`config.mk`:
```
export PLATFORM = sky130hd
export DESIGN_NAME = pts_timer
export DESIGN_NICKNAME = d
export VERILOG_FILES = /design/src/shared/pts_pkg.sv /design/src/rtl/pts_timer.sv /design/src/rtl/pts_scaler.sv
export VERILOG_INCLUDE_DIRS = /design/src /design/src/shared
export SDC_FILE = /design/constraint.sdc
export NUM_CORES = 1
export LEC_CHECK = 0
export ABC_AREA = 1
export BUFFER_PORTS_ARGS = -buffer_cell sky130_fd_sc_hd__buf_2
export CAP_MARGIN = 5
export CORE_MARGIN = 8
export CORE_UTILIZATION = 53
export CTS_CLUSTER_DIAMETER = 50
export CTS_CLUSTER_SIZE = 10
export DETAILED_ROUTE_END_ITERATION = 16
export PLACE_DENSITY = 0.81
export SETUP_SLACK_MARGIN = 0.02
export SYNTH_ARGS = -nofsm -noshare
export SYNTH_HDL_FRONTEND = slang
export SYNTH_SLANG_ARGS = --single-unit
```
`constraint.sdc`:
```
create_clock -name aclk -period 2.54 [get_ports aclk]
set_input_delay 0.508 -clock aclk [delete_from_list [all_inputs] [get_ports aclk]]
set_output_delay 0.508 -clock aclk [all_outputs]
set_load 0.02 [all_outputs]
```
`src/shared/pts_cfg.svh`:
```
// Register offsets, field positions, reset values and timing for the period timer
`ifndef PTS_CFG_SVH
`define PTS_CFG_SVH
`define PTS_IDX_FLAGS 8'h0C
`define PTS_IDX_COUNT 8'h11
`define PTS_IDX_CTRL 8'h12
`define PTS_IDX_ENABLES 8'h8C
`define PTS_IDX_PERIOD 8'h92
`define PTS_IDX_MASK 8'hA0
`define PTS_RST_COUNT 8'h00
`define PTS_RST_PERIOD 8'hFF
`define PTS_RST_CTRL 8'h00
`define PTS_RST_MASK 8'hFF
`define PTS_CTRL_MASK 8'h7F
`define PTS_FLAG_BIT 1
`define PTS_RESERVED_BIT 6
`define PTS_RUN_BIT 2
`define PTS_CKPS_LSB 0
`define PTS_OUTPS_LSB 3
`define PTS_BASE_DIV 4
`define PTS_PRE_MAX 4'hF
`endif

```
`src/shared/pts_pkg.sv`:
```
// Types shared by the period timer
package pts_pkg;
   typedef struct packed {
      logic [3:0] match_divider_select;
      logic timer_run;
      logic [1:0] clock_divider_select;
   } pts_ctrl_s;
   typedef enum logic [2:0] {
      PTS_IDLE = 3'b001,
      PTS_WRESP = 3'b010,
      PTS_RRESP = 3'b100
   } pts_bus_e;
   typedef struct packed {
      logic we;
      logic [7:0] idx;
      logic [7:0] wdata;
      logic re;
      logic [7:0] ridx;
   } pts_req_s;
endpackage

```
`src/rtl/pts_timer.sv`:
```
// Period timer with prescaler, postscaler, AXI4-Lite registers and interrupt
//
// Implementation choice: the AXI4-Lite slave port.
`timescale 1ns/1ps
`include "pts_cfg.svh"
module pts_timer #(
   parameter int BASE_DIV = `PTS_BASE_DIV
) (
   // Clock and reset
   input wire logic aclk,
   input wire logic aresetn,
   // AXI4-Lite write address and data
   input wire logic awvalid,
   output logic awready,
   input wire logic [31:0] awaddr,
   input wire logic wvalid,
   output logic wready,
   input wire logic [31:0] wdata,
   input wire logic [3:0] wstrb,
   // AXI4-Lite write response
   output logic bvalid,
   input wire logic bready,
   output logic [1:0] bresp,
   // AXI4-Lite read
   input wire logic arvalid,
   output logic arready,
   input wire logic [31:0] araddr,
   output logic rvalid,
   input wire logic rready,
   output logic [31:0] rdata,
   output logic [1:0] rresp,
   // Timer outputs
   output logic match_pulse,
   output logic irq
);
   import pts_pkg::*;

   typedef struct packed {
      pts_bus_e st;
      logic aw_ok;
      logic w_ok;
      logic [7:0] aidx;
      logic [7:0] wd;
      logic wlane;
      logic [1:0] bresp;
      logic [1:0] rresp;
      logic [31:0] rdata;
      logic [7:0] count;
      logic [7:0] period;
      pts_ctrl_s ctrl;
      logic [7:0] flags;
      logic [7:0] enables;
      logic [7:0] mask;
      logic [1:0] base;
   } pts_state_s;

   pts_state_s s_q, s_d;
   pts_req_s req;
   logic base_tick, pre_tick, post_pulse, scaler_clr, inc;
   logic [3:0] pre_ratio;

   // Word index from a byte address; misaligned or high bits miss the map
   function automatic logic [8:0] dec_idx(input logic [31:0] a);
      dec_idx = (a[1:0] == 2'b00 && a[31:10] == '0) ? {1'b1, a[9:2]} : 9'h000;
   endfunction

   function automatic logic mapped(input logic [7:0] i);
      mapped = (i == `PTS_IDX_FLAGS) || (i == `PTS_IDX_COUNT) || (i == `PTS_IDX_CTRL)
         || (i == `PTS_IDX_ENABLES) || (i == `PTS_IDX_PERIOD) || (i == `PTS_IDX_MASK);
   endfunction

   // Instruction clock: one enable every BASE_DIV bus clocks
   assign base_tick = (s_q.base == 2'(BASE_DIV - 1));

   always_comb begin
      case (s_q.ctrl.clock_divider_select)
         2'b00: pre_ratio = 4'h0;
         2'b01: pre_ratio = 4'h3;
         default: pre_ratio = `PTS_PRE_MAX;
      endcase
   end

   pts_scaler #(.WIDTH(4)) u_pre (
      .aclk(aclk),
      .aresetn(aresetn),
      .clear(scaler_clr),
      .tick(base_tick && s_q.ctrl.timer_run),
      .ratio_m1(pre_ratio),
      .pulse(pre_tick)
   );

   assign inc = pre_tick;
   assign match_pulse = inc && (s_q.count == s_q.period);

   pts_scaler #(.WIDTH(4)) u_post (
      .aclk(aclk),
      .aresetn(aresetn),
      .clear(scaler_clr),
      .tick(match_pulse),
      .ratio_m1(s_q.ctrl.match_divider_select),
      .pulse(post_pulse)
   );

   // Handshakes combinational from state
   assign awready = (s_q.st == PTS_IDLE) && !s_q.aw_ok;
   assign wready = (s_q.st == PTS_IDLE) && !s_q.w_ok;
   assign arready = (s_q.st == PTS_IDLE) && !s_q.aw_ok && !s_q.w_ok;
   assign bvalid = (s_q.st == PTS_WRESP);
   assign rvalid = (s_q.st == PTS_RRESP);
   assign bresp = s_q.bresp;
   assign rresp = s_q.rresp;
   assign rdata = s_q.rdata;
   assign irq = |(s_q.flags & s_q.enables & s_q.mask);

   always_comb begin
      logic [8:0] ai;
      logic aw_now, w_now;
      logic [7:0] widx, wbyte;
      logic wl;
      ai = '0;
      widx = s_q.aidx;
      wbyte = s_q.wd;
      wl = s_q.wlane;
      aw_now = awvalid && awready;
      w_now = wvalid && wready;
      req = '0;
      s_d = s_q;
      s_d.base = base_tick ? 2'b00 : 2'(s_q.base + 1'b1);
      if (aw_now) begin
         ai = dec_idx(awaddr);
         widx = ai[8] ? ai[7:0] : 8'hFF;
         s_d.aidx = widx;
         s_d.aw_ok = 1'b1;
      end
      if (w_now) begin
         wbyte = wdata[7:0];
         wl = wstrb[0];
         s_d.wd = wbyte;
         s_d.wlane = wl;
         s_d.w_ok = 1'b1;
      end
      case (s_q.st)
         PTS_IDLE: begin
            if ((s_q.aw_ok || aw_now) && (s_q.w_ok || w_now)) begin
               req.we = wl && mapped(widx);
               req.idx = widx;
               req.wdata = wbyte;
               s_d.bresp = mapped(widx) ? 2'b00 : 2'b10;
               s_d.aw_ok = 1'b0;
               s_d.w_ok = 1'b0;
               s_d.st = PTS_WRESP;
            end else if (arvalid && arready) begin
               ai = dec_idx(araddr);
               req.re = 1'b1;
               req.ridx = ai[8] ? ai[7:0] : 8'hFF;
               s_d.rresp = mapped(req.ridx) ? 2'b00 : 2'b10;
               s_d.st = PTS_RRESP;
            end
         end
         PTS_WRESP: begin
            if (bready) begin
               s_d.st = PTS_IDLE;
            end
         end
         PTS_RRESP: begin
            if (rready) begin
               s_d.st = PTS_IDLE;
            end
         end
         default: begin
            s_d.st = PTS_IDLE;
         end
      endcase
      if (req.re) begin
         case (req.ridx)
            `PTS_IDX_FLAGS: s_d.rdata = {24'h000000, s_q.flags};
            `PTS_IDX_COUNT: s_d.rdata = {24'h000000, s_q.count};
            `PTS_IDX_CTRL: s_d.rdata = {24'h000000, 1'b0, s_q.ctrl};
            `PTS_IDX_ENABLES: s_d.rdata = {24'h000000, s_q.enables};
            `PTS_IDX_PERIOD: s_d.rdata = {24'h000000, s_q.period};
            `PTS_IDX_MASK: s_d.rdata = {24'h000000, s_q.mask};
            default: s_d.rdata = 32'h00000000;
         endcase
      end
      // Timer count; a count write overrides the increment in that cycle
      if (inc) begin
         s_d.count = match_pulse ? 8'h00 : 8'(s_q.count + 1'b1);
      end
      if (req.we) begin
         case (req.idx)
            `PTS_IDX_COUNT: s_d.count = req.wdata;
            `PTS_IDX_CTRL: s_d.ctrl = pts_ctrl_s'(req.wdata[6:0]);
            `PTS_IDX_PERIOD: s_d.period = req.wdata;
            `PTS_IDX_ENABLES: s_d.enables = req.wdata;
            `PTS_IDX_MASK: s_d.mask = req.wdata;
            `PTS_IDX_FLAGS: s_d.flags = s_q.flags & ~req.wdata;
            default: s_d.flags = s_d.flags;
         endcase
      end
      // Set beats the write-one clear in the same cycle
      if (post_pulse) begin
         s_d.flags[`PTS_FLAG_BIT] = 1'b1;
      end
   end

   // Prescaler and postscaler restart on count or control writes
   assign scaler_clr = req.we && (req.idx == `PTS_IDX_COUNT || req.idx == `PTS_IDX_CTRL);

   always_ff @(posedge aclk) begin
      if (!aresetn) begin
         s_q <= '0;
         s_q.st <= PTS_IDLE;
         s_q.count <= `PTS_RST_COUNT;
         s_q.period <= `PTS_RST_PERIOD;
         s_q.ctrl <= pts_ctrl_s'(7'h00);
         s_q.mask <= `PTS_RST_MASK;
      end else begin
         s_q <= s_d;
      end
   end
endmodule

```
`src/rtl/pts_scaler.sv`:
```
// Clock-enable divider used for the prescaler and postscaler
`timescale 1ns/1ps
module pts_scaler #(
   parameter int WIDTH = 4
) (
   // Clock and reset
   input wire logic aclk,
   input wire logic aresetn,
   // Control
   input wire logic clear,
   input wire logic tick,
   input wire logic [WIDTH-1:0] ratio_m1,
   // Output
   output logic pulse
);
   typedef struct packed {
      logic [WIDTH-1:0] cnt;
   } pts_sc_s;
   pts_sc_s s_q, s_d;
   // Pulse kept apart so the clear input forms no false loop
   assign pulse = tick && (s_q.cnt >= ratio_m1);
   always_comb begin
      s_d = s_q;
      if (clear) begin
         s_d.cnt = '0;
      end else if (tick) begin
         s_d.cnt = pulse ? '0 : WIDTH'(s_q.cnt + 1'b1);
      end
   end
   always_ff @(posedge aclk) begin
      if (!aresetn) begin
         s_q <= '0;
      end else begin
         s_q <= s_d;
      end
   end
endmodule

```
# Word level (Yosys, flattened, before mapping)
# Index checks and enable logic that the tools add are counted.
[op_classes]
n_bitwise = 6
order_cmp = 2
addsub = 4
n_mux = 36
eq_ne = 33
reduce_logical = 49
[op_table]
columns = ["cell", "count"]
rows = [
  ["== test 8 bit, second input constant", 12],
  ["2-to-1 mux 8 bit", 11],
  ["== test 8 x 5 -> 1 bit, second input constant", 8],
  ["case mux 8 bit (6 select lines)", 1],
  ["2-to-1 mux 47 bit", 1],
  ["zero test 22 bit", 2],
  ["2-to-1 mux 9 bit", 4],
  ["== test 8 x 4 -> 1 bit, second input constant", 4],
  ["2-to-1 mux 26 bit", 1],
  ["AND 8 bit", 3],
  ["2-to-1 mux 17 bit", 1],
  ["logical AND 1 bit", 15],
  ["AND reduction 2 bit", 7],
  ["logical OR 1 bit", 13],
  ["2-to-1 mux 3 bit", 4],
  ["case mux 3 bit (3 select lines)", 1],
  ["adder 4 x 1 -> 4 bit, second input constant", 2],
  ["adder 8 x 1 -> 8 bit, second input constant", 1],
  ["== test 8 bit", 1],
  [">= comparator 4 bit", 2],
  ["2-to-1 mux 2 bit", 4],
  ["2-to-1 mux 4 bit", 2],
  ["inverter 8 bit", 1],
  ["case mux 4 bit (2 select lines)", 1],
  ["other kinds (17)", 28],
]
[word_totals]
ff_bits = 115
inputBits = 107
out_inout_bits = 43
word_cells = 151

# Longest topological paths before layout
[logic_depth]
word_depth = 19
mapped_depth = 17
ltp_nobuf = 16

# By module
# Synthesis repeated with hierarchy kept, for this count alone.
[hier_totals]
hier_cells = 838
area_unflattened_um2 = 5581.6
[modules_own_cells]
columns = ["module", "cells_each", "seq_area_each_um2", "area_each_um2", "instances"]
rows = [
  ["pts_timer", 746, 1621.6, 4946.0, 1],
  ["pts_scaler", 46, 80.1, 317.8, 2],
]

# Worst setup path before layout
# Ideal clock, no wire load.
[synth_timing]
kind = "reg-to-reg"
startpoint = "reg s_q[105] (netlist name)"
endpoint = "reg s_q (netlist bit rdata[0])"
required_time_ps = 2470
stages_incl_launch_ff = 11
setup_slack_ps = 95
synth_period_minus_slack_ps = 2445
path_buffers = 1
setup_time_ps = 70
arrival_time_ps = 2375
cell_sequence = "dfxtp_1 -> inv_1 -> nand3_4 -> nor3_1 -> nand3_1 -> nor3_2 -> buf_2 -> nand2_1 -> nor2_1 -> nor2_1 -> a21oi_1"
[synth_via]
elab_chain_len = 9
word_cells_on_any_way = 20
cone_classes = "eq/ne: 7; mux: 4; reduce/logical: 9"
[synth_rtl]
columns = ["element", "line", "text"]
rows = [
  ["start, declared", "pts_timer.sv:57", "pts_state_s s_q, s_d;"],
  ["== test 3 x 1 -> 1 bit *", "pts_timer.sv:107", "assign arready = (s_q.st == PTS_IDLE) && !s_q.aw_ok && !s_q.w_ok;"],
  ["logical AND 1 bit * (2 in a row)", "pts_timer.sv:107", ""],
  ["via arready", "pts_timer.sv:26", "output logic arready,"],
  ["logical AND 1 bit *", "pts_timer.sv:152", "end else if (arvalid && arready) begin"],
  ["2-to-1 mux 9 bit *", "pts_timer.sv:152", ""],
  ["2-to-1 mux 9 bit *", "pts_timer.sv:144", "if ((s_q.aw_ok || aw_now) && (s_q.w_ok || w_now)) begin"],
  ["2-to-1 mux 26 bit *", "pts_timer.sv:142", "case (s_q.st)"],
  ["== test 8 bit (tied with other cells)", "pts_timer.sv:175", "case (req.ridx)"],
  ["case mux 8 bit (6 select lines)", "pts_timer.sv:175", ""],
]
# The timed path passes the listed nets; every way through them passes the cells marked *.
# A chain may end at the register's enable or synchronous reset.

# Worst setup path after layout
[layout_timing]
startpoint = "reg s_q[26] (netlist name)"
endpoint = "out match_pulse"
[layout_via]
elab_chain_len = 5
word_cells_on_any_way = 6
cone_classes = "order compare: 1; eq/ne: 1; mux: 1; reduce/logical: 3"
[layout_rtl]
columns = ["element", "line", "text"]
rows = [
  ["== test 2 x 1 -> 1 bit or zero test 2 bit (tied branches)", "pts_timer.sv:76", "case (s_q.ctrl.clock_divider_select)"],
  ["case mux 4 bit (2 select lines) *", "pts_timer.sv:76", ""],
  [">= comparator 4 bit *", "pts_scaler.sv:21", "assign pulse = tick && (s_q.cnt >= ratio_m1);"],
  ["logical AND 1 bit *", "pts_scaler.sv:21", ""],
  ["logical AND 1 bit *", "pts_timer.sv:93", "assign match_pulse = inc && (s_q.count == s_q.period);"],
  ["end, declared", "pts_timer.sv:33", "output logic match_pulse,"],
]
# Mark *: on every way between the ends. The rest lies on a longest branch, timed or not.

==> results by group <==
Clock network
  • H-Tree Depth: 3
  • Clk Latency, worst-skew pair: 350 ps
  • Sink Count: 89
  • CTS tree: yes
  • Num CTS Buffers: 9
  • CTS root buf: clkbuf_8
  • CTS max path bufs: 2
  • Hold-fix buffers, CTS: 0
  • Clock slew at reported path FFs: 90 ps

Layout
  • Finished Cell Area: 6460 um^2
  • Total Nets Final: 1057
  • Finished Core Util: 66.1%
  • Area of the multi-input gates: 3070 um^2
  • Non-Filler Instances: 1076
  • Antenna cells: 0
  • Number of fill cells: 868
  • Layout cell share with drive strength beyond 1: 23.3%
  • P&R area growth vs syn: 21.2%
  • Register area: 1790 um^2

Yosys
  • Synth Cell Area: 5330 um^2
  • Avg Cell Area, Syn: 6.63 um^2
  • Seq/Total Area, Yosys: 33.4%
  • YS warnings: 0
  • Synth cell types: 38
  • FF+latch count, synth: 89
  • Post-synth ARST share: 0%
  • Post-synth EDFFs: 0
  • Mapped Cells: 804
  • Primary FF master, synth: dfxtp_1

Power
  • Flop pwr share: 36.0%
  • VDD IR max: 517 uV
  • Part of the power in combinational logic: 42.8%
  • P_leak: 3.13 nW
  • Power, Total: 4.59 mW
  • Power Density: 711 nW/um^2
  • Psw: 1.82 mW
  • Clk pwr share: 21.2%
  • Sw Share: 39.7%
  • Internal power: 2.77 mW

Detailed routing
  • Final WL: 14100 um
  • Vias: 5549
  • DRC viols: 0
  • Antenna Nets Post-Route: 0
  • Initial drt markers: 362
  • Routed len/inst: 13.1 um
  • Post-DR vias/cell: 5.16
  • Drt first pass iters: 5

Global route
  • Antenna violations before repair: 0
  • Gr usage total: 20.8%
  • Total gr overflow: 0
  • Met3 usage: 4.19%
  • Most Used Layer, Global Route: met2
  • Met2 usage: 36.9%
  • First-pass GRT wire length: 23000 um
  • Grt met1 use: 24.2%
  • Largest net degree at the start of global routing: 57
  • Vias in the first global route: 5174

Setup path
  • Required time of the critical path: 2030 ps
  • Slowest CP cell: dfxtp_4
  • Largest stage delay, worst path: 370 ps
  • Reg-to-reg slack, setup: 180 ps
  • R2R cell count: 13
  • CP max FO: 5
  • Startpoint class of the critical path: register
  • Nature of the critical path endpoint: primary output
  • Critical Path Most Common Cell: inv_2
  • Worst path cell trace: nor2_4 -> ha_4 -> inv_1 -> nor2_1 -> o211ai_1 -> nand3_2 -> nand2_2 -> inv_2 -> nand4_1 -> inv_2 -> buf_4
  • Kind of critical path: register to primary output
  • Worst Path Arrival: 1930 ps

Worst hold path
  • Hold Path Class: input port to register
  • WHS Path Cells: 3

Die
  • Core footprint: 9770 um^2
  • Die area: 13500 um^2
  • Effective utilization at floorplan: 54.5%
  • Die H: 116 um
  • Placement Rows: 36
  • I/O pins: 150
  • Die width: 116 um

Placed design
  • IO buf count: 96
  • Post-DP HPWL: 10700 um
  • Pre-CTS setup slack: -95.1 ps
  • Placed cells: 1055
  • Placed cell areas: 6120 um^2
  • Placer congestion estimate: 0.880

Timing
  • WHS: 413 ps
  • Fmax: 411 MHz
  • Max Slew Vio Count: 0
  • Endpoints failing hold: 0
  • Final setup viols: 0
  • Slew margin rel.: 61.6%
  • Tcrit/Tclk final: 95.8%
  • Fin Setup TNS: 0 ps
  • Min Tclk post-route: 2430 ps
  • Worst Tran Pin Value: 574 ps
  • RSZ-0062 raised after global routing: yes
  • Clock Skews: 11.2 ps
  • Final worst setup slack: 106 ps

Status
  • Outcome: finished, final reports clean

Flow run
  • Max Cap Viol: 0
power by group through the flow:
stage / sequential (mW) / clock (mW) / combinational [mW]
after global routing: 1.67 / 1.05 / 2.20
after floorplan: 1.66 / 0 / 1.31
after detailed placement: 1.68 / 0 / 1.86
after CTS: 1.65 / 0.991 / 1.87
final: 1.65 / 0.973 / 1.97
after global placement: 1.68 / 0 / 1.84
placed cells by master (no fill, tap or decap), types with 2 or more instances in the layout:
cell type | synthesis | layout
nor3_1 | 15 | 14
nand4_1 | 27 | 27
clkinvlp_4 | 0 | 2
inv_1 | 74 | 72
dfxtp_1 | 89 | 85
xnor2_1 | 9 | 9
nor3b_1 | 3 | 3
buf_4 | 37 | 53
inv_2 | 8 | 10
nand3b_1 | 4 | 4
nand3_4 | 3 | 3
nand3_1 | 71 | 70
buf_6 | 0 | 3
nor4_1 | 2 | 2
a31oi_1 | 7 | 7
nand2_1 | 141 | 138
clkbuf_8 | 0 | 9
conb_1 | 1 | 26
a21oi_1 | 26 | 24
xor2_1 | 4 | 4
mux2i_1 | 8 | 8
nor2_1 | 166 | 161
o211ai_1 | 2 | 2
dfxtp_2 | 0 | 2
nor2_4 | 6 | 10
nor3_2 | 3 | 4
or2_2 | 2 | 2
o31ai_1 | 2 | 2
o21ai_0 | 44 | 41
o21ai_1 | 7 | 7
nand2_2 | 1 | 4
nor2_2 | 5 | 6
ha_1 | 12 | 11
o21ai_2 | 1 | 4
buf_2 | 6 | 95
dfxtp_4 | 0 | 2
a21oi_2 | 0 | 2
state kept, by name (all words and copies together), names as in the netlist:
signal	count
s_q	71
rdata	8
u_post.s_q	4
u_pre.s_q	4
bresp	1
rresp	1
synth_stat cells, types with 4 or more instances:
| cell | n | area share (%) |
|---|---|---|
| nor2_2 | 5 | 0.59 |
| inv_1 | 74 | 5.2 |
| nor3_1 | 15 | 1.4 |
| nand3b_1 | 4 | 0.56 |
| a21oi_1 | 26 | 2.4 |
| o21ai_1 | 7 | 0.66 |
| mux2i_1 | 8 | 1.5 |
| ha_1 | 12 | 2.8 |
| nor2_1 | 166 | 12 |
| nand4_1 | 27 | 3.2 |
| xor2_1 | 4 | 0.66 |
| nand3_1 | 71 | 6.7 |
| buf_4 | 37 | 5.2 |
| nor2_4 | 6 | 1.3 |
| xnor2_1 | 9 | 1.5 |
| dfxtp_1 | 89 | 33 |
| clkbuf_1 | 12 | 0.85 |
| o21ai_0 | 44 | 4.1 |
| a31oi_1 | 7 | 0.82 |
| inv_2 | 8 | 0.56 |
| nand2_1 | 141 | 9.9 |
| buf_2 | 6 | 0.56 |
cells by family after synthesis:
kind of cell / count (synthesis) / share of synthesized area [%]
AO/OA/AOI/OAI: 92 / 9.20
XOR/XNOR: 13 / 2.14
adder cells (fa/ha/maj): 12 / 2.82
buffers and inverters: 138 / 12.5
flip-flops: 89 / 33.4
multiplexers: 8 / 1.50
other: 1 / 0.0704
AND/OR/NAND/NOR: 451 / 38.4
per-layer routing:
metal / part of all wire, % / up-vias
met2: 47 / 226
met1: 42 / 2467
met4: 2.2 / 0
li1: - / 2829
met3: 8.5 / 27
met5: 0 / -
worst max-delay path, delay by kind of cell (launching register included):
family	cells	cell delay, ps
AND/OR/NAND/NOR	5	480
AO/OA/AOI/OAI	1	170
flip-flops	1	370
adder cells (fa/ha/maj)	1	220
buffers and inverters	4	340
cell type report:
cell class | instances | area share, %
Sequential cell | 89 | 27.7
Inverter | 83 | 4.82
Tap cell | 133 | 2.58
Clock inverter | 6 | 1.05
Timing Repair Buffer | 152 | 14.3
Multi-Input combinational cell | 603 | 47.5
Clock buffer | 10 | 1.98
final timing paths:
kind,start,endpoint
min,wdata[4],s_q[90]
max reg2reg,s_q[105],u_pre.s_q[0]
max,s_q[26],match_pulse
min reg2reg,s_q[0],s_q[0]
timing repair:
item                       in CTS  in global routing
hold endpoints to repair        0                  0
setup endpoints to repair       1                 59
buffers inserted                0                  4
pin swaps                       0                 15
cloned                          0                  1
gates resized for setup         4                 32
Power figures use the tool's default switching activity.
